==> src/verilog/sensor_cfg_regs.svh <==
/*
  Constants for the sensor main configuration register: offset, field
  positions, reset values per boot strap level and timing counts.
  Assumes a 20 MHz system clock; included by bare name.
*/
`ifndef SENSOR_CFG_REGS_SVH
`define SENSOR_CFG_REGS_SVH

// ----------------------------------------------------------------
// register map
// ----------------------------------------------------------------
`define SENSOR_MAIN_CONFIG_ADDR  8'h15
`define CFG_RST_BIT              7
`define CFG_ST_AXIS_HI           6
`define CFG_ST_AXIS_LO           5
`define CFG_SELFTEST_POLARITY_BIT           4
`define CFG_SPI_WIRING_BIT       3
`define CFG_FSR_HI               2
`define CFG_FSR_LO               1
`define CFG_RUN_BIT              0

// ----------------------------------------------------------------
// reset values (strap grounded / strap at supply)
// ----------------------------------------------------------------
`define CFG_RESET_STRAP_LOW      8'h00
`define CFG_RESET_STRAP_HIGH     8'h03

// ----------------------------------------------------------------
// timing
// ----------------------------------------------------------------
`define CLK_FREQ_MHZ             20
`define RST_DELAY_MIN_US         300
`define RST_DELAY_MAX_US         500
`define RST_DELAY_MIN_CYC        (`RST_DELAY_MIN_US * `CLK_FREQ_MHZ)
`define RST_DELAY_MAX_CYC        (`RST_DELAY_MAX_US * `CLK_FREQ_MHZ)
`define BOOT_WAIT_CYC            32
`define BOOT_PULSE_CYC           4

`endif

==> src/verilog/sensor_cfg_pkg.sv <==
/*
  Types shared by the sensor configuration block.
  Assumes nothing beyond a SystemVerilog compiler.
*/
package sensor_cfg_pkg;

  // ----------------------------------------------------------------
  // soft reset sequencer states
  // ----------------------------------------------------------------
  typedef enum logic [1:0] {
    st_idle,
    st_pending,
    st_boot,
    st_notify
  } soft_rst_state_e;

endpackage

==> src/verilog/sensor_main_config.sv <==
/*
  Sensor main configuration register with soft reset sequencer.
  Assumes a serial interface engine on mclk that presents register
  accesses as one-cycle strobes and flags the I2C stop condition;
  the SPI chip select and boot strap arrive as raw pins.
*/
// What this block does
// - eight bit register, fields at fixed bits
// - reset values follow boot strap level
// - soft reset accepted in every operating mode
// - writing one starts reset, zero does nothing
// - soft reset reloads defaults, resets functional blocks
// - interrupt polarity, drive, boot disable survive
// - soft reset reinitialises serial interfaces
// - sequence deferred until stop or chip deselect
// - 300 to 500 us before sequence starts
// - reset bit always reads back zero
// - boot completion pulses configured interrupt pin
// - axis selector and polarity steer self-test
// - axis codes: off, X, Y, Z
// - polarity zero positive, one negative
`timescale 1ns/1ns
`default_nettype none
`include "sensor_cfg_regs.svh"

module sensor_main_config
  import sensor_cfg_pkg::*;
#(
  parameter int DELAY_CYC = `RST_DELAY_MIN_CYC,
  parameter int BOOT_CYC  = `BOOT_WAIT_CYC,
  parameter int PULSE_CYC = `BOOT_PULSE_CYC
) (
  input  wire logic       mclk,
  input  wire logic       sys_rst,
  input  wire logic       boot_strap_pin,
  input  wire logic       spi_cs_n,
  input  wire logic       i2c_stop,
  input  wire logic       reg_wr,
  input  wire logic       reg_rd,
  input  wire logic [7:0] reg_addr,
  input  wire logic [7:0] reg_wdata,
  input  wire logic       irq_cfg_wr,
  input  wire logic       irq_polarity_in,
  input  wire logic       irq_drive_type_in,
  input  wire logic       boot_disable_in,
  input  wire logic       hibernate_entry,
  output logic [7:0]      reg_rdata,
  output logic [2:0]      selftest_axis_en,
  output logic            selftest_negative,
  output logic            spi_wiring_sel,
  output logic [1:0]      full_scale_range,
  output logic            run_control,
  output logic            func_reset,
  output logic            serial_reinit,
  output logic            irq_polarity,
  output logic            irq_drive_type,
  output logic            boot_disable,
  output logic            irq_pin_out,
  output logic            irq_pin_oe
);

  localparam int CW = $clog2(DELAY_CYC + BOOT_CYC + PULSE_CYC + 2);

  initial begin
    if (DELAY_CYC < 1 || DELAY_CYC > `RST_DELAY_MAX_CYC)
      $error("DELAY_CYC outside the allowed window");
    if (BOOT_CYC < 1 || PULSE_CYC < 1)
      $error("BOOT_CYC and PULSE_CYC must be at least one");
  end

  // ----------------------------------------------------------------
  // pin synchronisers
  // ----------------------------------------------------------------
  logic strap_s;
  logic cs_n_s;

  level_sync u_strap_sync (
    .mclk     (mclk),
    .async_in (boot_strap_pin),
    .sync_out (strap_s)
  );

  level_sync u_cs_sync (
    .mclk     (mclk),
    .async_in (spi_cs_n),
    .sync_out (cs_n_s)
  );

  // ----------------------------------------------------------------
  // configuration register
  // ----------------------------------------------------------------
  soft_rst_state_e state_r, state_nxt;
  logic [6:0]      cfg_r, cfg_nxt;
  logic [7:0]      rdata_nxt;
  logic [7:0]      cfg_default;
  logic            hit_wr;
  logic            hit_rd;
  logic            rst_req;

  assign hit_wr  = reg_wr && (reg_addr == `SENSOR_MAIN_CONFIG_ADDR);
  assign hit_rd  = reg_rd && (reg_addr == `SENSOR_MAIN_CONFIG_ADDR);
  assign rst_req = hit_wr && reg_wdata[`CFG_RST_BIT];

  always_comb begin
    cfg_default = strap_s ? `CFG_RESET_STRAP_HIGH
                          : `CFG_RESET_STRAP_LOW;
    cfg_nxt = cfg_r;
    if (state_r == st_boot)
      cfg_nxt = cfg_default[6:0];
    else if (hit_wr)
      cfg_nxt = reg_wdata[6:0];
    // the trigger bit is not stored, so it always reads as zero
    rdata_nxt = hit_rd ? {1'b0, cfg_r} : 8'h00;
  end

  // sync reset: the strap chain is running, so its level is usable here
  always_ff @(posedge mclk) begin
    if (sys_rst) begin
      cfg_r     <= cfg_default[6:0];
      reg_rdata <= 8'h00;
    end else begin
      cfg_r     <= cfg_nxt;
      reg_rdata <= rdata_nxt;
    end
  end

  // ----------------------------------------------------------------
  // retained interrupt settings
  // ----------------------------------------------------------------
  logic [2:0] keep_r, keep_nxt;

  always_comb begin
    keep_nxt = {irq_polarity, irq_drive_type, boot_disable};
    if (hibernate_entry)
      keep_nxt = 3'h0;
    else if (irq_cfg_wr)
      keep_nxt = {irq_polarity_in, irq_drive_type_in, boot_disable_in};
  end

  // only power-on reset or hibernate clears these; soft reset does not
  always_ff @(posedge mclk) begin
    if (sys_rst)
      {irq_polarity, irq_drive_type, boot_disable} <= 3'h0;
    else
      {irq_polarity, irq_drive_type, boot_disable} <= keep_nxt;
  end
  assign keep_r = {irq_polarity, irq_drive_type, boot_disable};

  // ----------------------------------------------------------------
  // soft reset sequencer
  // ----------------------------------------------------------------
  logic [CW-1:0] cnt_r, cnt_nxt;
  logic          end_seen_r, end_seen_nxt;
  logic          cs_prev_r;
  logic          xfer_end;
  logic          func_reset_nxt;
  logic          serial_reinit_nxt;
  logic          pulse_nxt;

  // a transaction ends on an I2C stop or a chip select release
  assign xfer_end = i2c_stop || (cs_n_s && !cs_prev_r);

  always_comb begin
    state_nxt    = state_r;
    cnt_nxt      = cnt_r;
    end_seen_nxt = end_seen_r;
    case (state_r)
      st_idle: begin
        cnt_nxt      = '0;
        end_seen_nxt = 1'b0;
        // no mode gating: accepted in standby, wake, sleep, trigger
        if (rst_req)
          state_nxt = st_pending;
      end
      st_pending: begin
        if (cnt_r < CW'(DELAY_CYC))
          cnt_nxt = cnt_r + 1'b1;
        end_seen_nxt = end_seen_r || xfer_end;
        if (end_seen_r && cnt_r >= CW'(DELAY_CYC)) begin
          state_nxt = st_boot;
          cnt_nxt   = '0;
        end
      end
      st_boot: begin
        cnt_nxt = cnt_r + 1'b1;
        if (cnt_r == CW'(BOOT_CYC - 1)) begin
          state_nxt = st_notify;
          cnt_nxt   = '0;
        end
      end
      st_notify: begin
        cnt_nxt = cnt_r + 1'b1;
        if (cnt_r == CW'(PULSE_CYC - 1))
          state_nxt = st_idle;
      end
      default: state_nxt = st_idle;
    endcase
    func_reset_nxt    = (state_nxt == st_boot);
    serial_reinit_nxt = (state_nxt == st_boot);
    pulse_nxt         = (state_nxt == st_notify);
  end

  always_ff @(posedge mclk) begin
    if (sys_rst) begin
      state_r       <= st_idle;
      cnt_r         <= '0;
      end_seen_r    <= 1'b0;
      cs_prev_r     <= 1'b1;
      func_reset    <= 1'b0;
      serial_reinit <= 1'b0;
    end else begin
      state_r       <= state_nxt;
      cnt_r         <= cnt_nxt;
      end_seen_r    <= end_seen_nxt;
      cs_prev_r     <= cs_n_s;
      func_reset    <= func_reset_nxt;
      serial_reinit <= serial_reinit_nxt;
    end
  end

  // ----------------------------------------------------------------
  // interrupt pin and decoded outputs
  // ----------------------------------------------------------------
  logic       irq_out_nxt;
  logic       irq_oe_nxt;
  logic [2:0] axis_nxt;
  logic       neg_nxt;
  logic       st_on;

  assign st_on = (cfg_r[`CFG_ST_AXIS_HI:`CFG_ST_AXIS_LO] != 2'b00);

  always_comb begin
    // polarity one means active high; open drain only drives the level
    irq_out_nxt = pulse_nxt ? irq_polarity : !irq_polarity;
    irq_oe_nxt  = !irq_drive_type || pulse_nxt;
    case (cfg_r[`CFG_ST_AXIS_HI:`CFG_ST_AXIS_LO])
      2'b01:   axis_nxt = 3'b001;
      2'b10:   axis_nxt = 3'b010;
      2'b11:   axis_nxt = 3'b100;
      default: axis_nxt = 3'b000;
    endcase
    neg_nxt = st_on && cfg_r[`CFG_SELFTEST_POLARITY_BIT];
  end

  always_ff @(posedge mclk) begin
    if (sys_rst) begin
      irq_pin_out       <= 1'b1;
      irq_pin_oe        <= 1'b1;
      selftest_axis_en  <= 3'b000;
      selftest_negative <= 1'b0;
      spi_wiring_sel    <= 1'b0;
      full_scale_range  <= 2'b00;
      run_control       <= 1'b0;
    end else begin
      irq_pin_out       <= irq_out_nxt;
      irq_pin_oe        <= irq_oe_nxt;
      selftest_axis_en  <= axis_nxt;
      selftest_negative <= neg_nxt;
      spi_wiring_sel    <= cfg_r[`CFG_SPI_WIRING_BIT];
      full_scale_range  <= cfg_r[`CFG_FSR_HI:`CFG_FSR_LO];
      run_control       <= cfg_r[`CFG_RUN_BIT];
    end
  end
endmodule // sensor_main_config

`default_nettype wire

==> src/verilog/level_sync.sv <==
/*
  Two flip-flop synchroniser for one asynchronous level.
  Assumes the input is a pin or a signal from another clock.
*/
`timescale 1ns/1ns
`default_nettype none

module level_sync (
  input  wire logic mclk,
  input  wire logic async_in,
  output logic      sync_out
);

  // ----------------------------------------------------------------
  // synchroniser chain
  // ----------------------------------------------------------------
  logic meta_r;
  logic meta_nxt;
  logic sync_nxt;

  always_comb begin
    meta_nxt = async_in;
    sync_nxt = meta_r;
  end

  // no reset: the chain must keep tracking the pin while reset is held
  always_ff @(posedge mclk) begin
    meta_r   <= meta_nxt;
    sync_out <= sync_nxt;
  end

endmodule // level_sync

`default_nettype wire

==> config.mk <==
export PLATFORM = sky130hd
export DESIGN_NAME = sensor_main_config
export DESIGN_NICKNAME = d
export VERILOG_FILES = /design/src/verilog/sensor_cfg_pkg.sv /design/src/verilog/sensor_main_config.sv /design/src/verilog/level_sync.sv
export VERILOG_INCLUDE_DIRS = /design/src /design/src/verilog
export SDC_FILE = /design/constraint.sdc
export NUM_CORES = 1
export LEC_CHECK = 0
export ABC_AREA = 1
export BUFFER_PORTS_ARGS = -buffer_cell sky130_fd_sc_hd__buf_2
export CAP_MARGIN = 0
export CORE_MARGIN = 4
export CORE_UTILIZATION = 35
export CTS_CLUSTER_SIZE = 28
export DETAILED_ROUTE_END_ITERATION = 6
export PLACE_DENSITY_LB_ADDON = 0.3
export SLEW_MARGIN = 5
export SYNTH_ARGS = -nofsm -noshare
export SYNTH_HDL_FRONTEND = slang
export SYNTH_SLANG_ARGS = --single-unit
export TNS_END_PERCENT = 100
==> constraint.sdc <==
create_clock -name mclk -period 2.29 [get_ports mclk]
set_clock_uncertainty 0.1 [all_clocks]
set_input_delay 0.1145 -clock mclk [delete_from_list [all_inputs] [get_ports mclk]]
set_output_delay 0.1145 -clock mclk [all_outputs]
set_load 0.1 [all_outputs]
==> impl_metrics.json, run 1 <==
{
  "area_delta_synth_final_pct": 27.0,
  "die_h_um": 84.6,
  "globalplace.congestion": 0.806,
  "cts_sinks": 49,
  "cts_tree": "yes",
  "die_x_um": 84.6,
  "yosys_warnings": 0,
  "post-place-ws_ps": 457,
  "post-dp-hpwl_um": 3100,
  "hp-class": "input pin to flip-flop",
  "critPathMaxFanout": 1,
  "via_per_inst": 4.41,
  "p_leak_nw": 1.26,
  "power.share.sequential": 0.503,
  "setup_viol": 0,
  "hold_viol": 0,
  "cp-end-kind": "flip-flop",
  "diodes": 0,
  "maxSlewHeadroom": 0.406,
  "grt_pass1_wl_um": 7250,
  "rows": 27,
  "post_cts_buffers": 0,
  "ios": 51,
  "synth_cells": 267,
  "yosys.area.top_type_share": 0.410,
  "routed_wl_um": 4180,
  "clk_path_buf_depth": 2,
  "grt_max_degree": 19,
  "utilization": 0.465,
  "setup_ws_ps": 387,
  "cts_buffers": 5,
  "cp-start-kind": "input pin",
  "coreArea_um2": 5610,
  "syn_area_per_cell_um2": 7.69,
  "clkPwrFrac": 0.397,
  "intPower_mw": 1.38,
  "grt_overflow": 0,
  "dieArea_um2": 7150,
  "num-nets-final": 360,
  "final_common_cell": "nand2_1",
  "fmax_ghz": 0.526,
  "yosysTopAreaCell": "dfxtp_1",
  "peakVddDrop_v": 0.000372,
  "tns_ps": 0,
  "synth_seq_cells": 49,
  "finalMaxSlewViolations": 0,
  "grt_use_total": 0.122,
  "ys_seq_area_frac": 0.512,
  "drive_gt1_frac": 0.202,
  "p_sw_frac": 0.233,
  "outcome": "finished clean",
  "dr.pass1.iters": 4,
  "postRouteAntennaNets": 0,
  "drv_cap": 0,
  "switchingPower_mw": 0.419,
  "port_buffers": 49,
  "cts_resized": 0,
  "antenna_found_initial": 0,
  "worstSetupPathType": "input pin to flip-flop",
  "syn_area_um2": 2050,
  "start_util": 0.366,
  "wl_per_cell_um": 10.4,
  "fin_crit_ps": 1900,
  "drtIter0Drc": 107,
  "fin_crit_sh": 0.831,
  "synth_cell_types": 29,
  "placed_area_um2": 2350,
  "rsz0062_at_grt": "false",
  "insertion_delay_ps": 290,
  "cts_hold_buf": 12,
  "clk_pin_slew_ps": 90,
  "synth_fp_nets": 297,
  "synth_area_leaders": "dfxtp_1 41%, edfxtp_1 10%, nand2_1 10%",
  "tightest_slew_ps": 881,
  "drc": 0,
  "cp.required_ps": 2380,
  "final_cell_mix": "55 x nand2_1, 49 x buf_2, 46 x inv_1, 46 x nor2_1, 42 x dfxtp_1",
  "p_per_area_nw_per_um2": 690,
  "htree_levels": 2,
  "grt_pass1_vias": 1690,
  "power_mw": 1.80,
  "arrival_ps": 1990,
  "vias": 1777,
  "design_area_um2": 2610,
  "combPwrFrac": 0.100,
  "clock_tree.root_cell": "clkbuf_8"
}
==> final timing paths <==
| kind | from | endpoint | slack (ps) | depth (start not counted) |
|---|---|---|---|---|
| max | irq_drive_type_in | irq_drive_type | 390 | 6 |
| min | reg_wdata[2] | cfg_r[2] | 20 | 3 |
| max reg2reg | cnt_r[0] | cnt_r[10] | 460 | 8 |
| min reg2reg | u_strap_sync.meta_r | u_strap_sync.sync_out | 240 | 0 |
==> cells in the mapped netlist, drive strengths merged <==
cell type	n
o21bai	2
a21oi	7
nor2	47
dfxtp	42
nor3	9
ha	2
inv	47
a211oi	1
edfxtp	7
nor4	1
clkbuf	1
nand3	16
a31oi	2
conb	1
buf	4
o21ai	7
xor2	4
nand4	6
nand3b	1
nand2	60
==> logic make-up (layout without fill, tap and decap cells) <==
kind of cell,after synthesis,count (layout),share of synthesized area
adders and majority gates,2,2,0.0122
and+or+nand+nor,140,140,0.299
buffers and inverters,52,116,0.103
DFF,49,49,0.512
other,1,1,0.00183
xor gates and xnor gates,4,4,0.0171
AOI/OAI and AO/OA,19,19,0.0549
==> routing by layer <==
layer	part of all wire	global-route usage	vias up
met5	0	0	-
met4	0.010	0.0360	0
met3	0.069	0.0363	4
met2	0.45	0.202	38
met1	0.47	0.153	789
li1	-	-	946
==> state kept, by name, indices dropped and copies added (netlist names) <==
signal / count
irq_drive_type: 1
irq_pin_oe: 1
u_cs_sync.sync_out: 1
spi_wiring_sel: 1
reg_rdata: 7
u_cs_sync.meta_r: 1
state_r: 2
selftest_axis_en: 3
run_control: 1
cfg_r: 7
serial_reinit: 1
selftest_negative: 1
u_strap_sync.meta_r: 1
end_seen_r: 1
irq_polarity: 1
irq_pin_out: 1
full_scale_range: 2
boot_disable: 1
u_strap_sync.sync_out: 1
cs_prev_r: 1
cnt_r: 13
==> worst max-delay path: stages <==
cell	delay (ps)
dlygate4sd3_1	530
buf_2	110
nand2_1	60
dlygate4sd3_1	550
a21oi_1	70
dlygate4sd3_1	560
==> final cells by class <==
cell class	count	area, µm²
inverter	47	176
sequential	49	1050
multi-input combinational	166	790
tap	72	90.1
fill	577	3000
clock inverter	3	65.1
clock buffer	5	68.8
timing repair buffer	61	365
==> stage by stage <==
stage	std cells	hold slack (ps)
5_1_grt	403	15.3
2_1_floorplan	267	42.2
6_report	403	15.7
3_3_place_gp	383	117
3_5_place_dp	383	122
4_1_cts	403	13.4
==> power by group through the flow <==
stage	Sequential (mW)	Combinational (mW)	Clock [mW]
after floorplan	1.01	0.0437	0
after global placement	0.925	0.166	0
after detailed placement	0.925	0.167	0
after CTS	0.905	0.181	0.728
after global routing	0.908	0.195	0.767
final	0.905	0.180	0.713
Power figures use the tool's default switching activity.
==> run 2: changes to the inputs <==
Clock period 2.29 ns to 1.93 ns, I/O delays scaled along.
==> run 2 against run 1 <==
First-iteration DRC count grew 15%. Total power is 6.5% higher. Critical endpoint is now boot_disable. Utilization grew 0.67 points. Global-route usage is 0.45 points higher. Combinational power increased by 26%. Largest power group unchanged.
==> impl_metrics.json, run 2 (synthesis results as in run 1) <==
{
  "cp-end-kind": "flip-flop",
  "peakVddDrop_v": 0.000395,
  "htree_levels": 2,
  "min_delay_path_depth": 3,
  "cp-start-kind": "input pin",
  "largest_reg_flops": 13,
  "drv_cap": 0,
  "port_buffers": 49,
  "coreArea_um2": 5610,
  "setup_ws_ps": 82.6,
  "p_leak_nw": 1.27,
  "setup_viol": 0,
  "post_cts_buffers": 0,
  "dr.pass1.iters": 4,
  "tightest_slew_ps": 908,
  "top_register": "cnt_r",
  "drtIter0Drc": 123,
  "fin_crit_sh": 0.957,
  "worstSetupPathType": "input pin to flip-flop",
  "grt_pass1_wl_um": 7520,
  "clock_tree.root_cell": "clkbuf_8",
  "final_common_cell": "nand2_1",
  "fmax_ghz": 0.541,
  "antenna_found_initial": 0,
  "drive_gt1_frac": 0.209,
  "routed_wl_um": 4340,
  "hold_viol": 0,
  "via_per_inst": 4.35,
  "clk_path_buf_depth": 2,
  "fin_crit_ps": 1850,
  "outcome": "finished clean",
  "drc": 0,
  "clk_pin_slew_ps": 100,
  "reg_top3": "cnt_r (13), cfg_r (7), reg_rdata (7)",
  "start_util": 0.366,
  "die_h_um": 84.6,
  "grt_use_total": 0.127,
  "final_cell_mix": "55 x nand2_1, 49 x buf_2, 46 x inv_1, 46 x nor2_1, 42 x dfxtp_1",
  "vias": 1789,
  "cts_tree": "yes",
  "maxSlewHeadroom": 0.389,
  "area_delta_synth_final_pct": 28.8,
  "diodes": 0,
  "cts_buffers": 5,
  "reg2reg_depth": 11,
  "cts_sinks": 49,
  "ios": 51,
  "grt_overflow": 0,
  "hp-class": "input pin to flip-flop",
  "fillers": 591,
  "postRouteAntennaNets": 0,
  "insertion_delay_ps": 300,
  "wl_per_cell_um": 10.6,
  "post-dp-hpwl_um": 3090,
  "arrival_ps": 1940,
  "placed_area_um2": 2370,
  "design_area_um2": 2640,
  "dieArea_um2": 7150,
  "cp.required_ps": 2030,
  "num-nets-final": 368,
  "post-place-ws_ps": 85.4,
  "critPathMaxFanout": 1,
  "grt_max_degree": 19,
  "rsz0062_at_grt": "false",
  "p_per_area_nw_per_um2": 724,
  "globalplace.congestion": 0.833,
  "die_x_um": 84.6,
  "finalMaxSlewViolations": 0,
  "rows": 27,
  "hold_slack_ps": 9.98,
  "tns_ps": 0,
  "utilization": 0.471,
  "grt_pass1_vias": 1781
}
==> run 2: cell types whose count changed in the layout (fill, tap and decap cells not counted) <==
cell / change
dlygate4sd3_1: +5
buf_4: +3
bufinv_16: -2
clkinv_2: -1
clkinv_4: +1
clkinvlp_4: +1
inv_6: +1
nor3_1: -1
nor3_2: +1
==> run 2: routing by layer <==
layer | track usage | up-vias | share of wire
li1 | - | 965 | -
met1 | 0.159 | 784 | 0.47
met2 | 0.208 | 34 | 0.46
met3 | 0.0373 | 6 | 0.054
met4 | 0.0417 | 0 | 0.012
met5 | 0 | - | 0
==> run 2: critical path: stages <==
cell,delay [ps]
dlygate4sd3_1,530
buf_2,120
nand2_1,60
dlygate4sd3_1,540
a21oi_1,60
dlygate4sd3_1,550
==> run 2: worst paths after layout <==
check             slack (ps)            endpoint              from
setup / recovery          80        boot_disable   boot_disable_in
hold reg to reg          240  u_cs_sync.sync_out  u_cs_sync.meta_r
hold / removal            10          state_r[0]      reg_wdata[7]
setup reg to reg         220            cnt_r[2]          cnt_r[9]
==> run 2: area by class of cell <==
type	instances	area, µm²	share of cell area
Sequential cell	49	1050	0.398
Multi-Input combinational cell	166	795	0.301
Timing Repair Buffer	69	438	0.166
Inverter	47	176	0.0667
Tap cell	72	90.1	0.0341
Clock buffer	5	68.8	0.0260
Clock inverter	3	25.0	0.00947
==> run 2: power by group <==
group          switching [mW]  internal, mW  total, mW  leakage [nW]
clock network           0.353         0.262      0.615        0.0447
registers             0.00828          1.07       1.07         0.410
logic                   0.160        0.0660      0.226         0.817
==> run 2: repair_timing <==
item / 4_1_cts / 5_1_grt
hold endpoints to repair: 12 / 0
hold buffers: 17 / 0
resized for setup: 0 / 1
endpoints found under the setup margin: 0 / 2
==> run 2: through the flow <==
stage	cells	total power [mW]
after CTS	411	1.94
final	411	1.91
after global routing	411	2.00
after global placement	386	1.30
after floorplan	267	1.25
after detailed placement	386	1.30
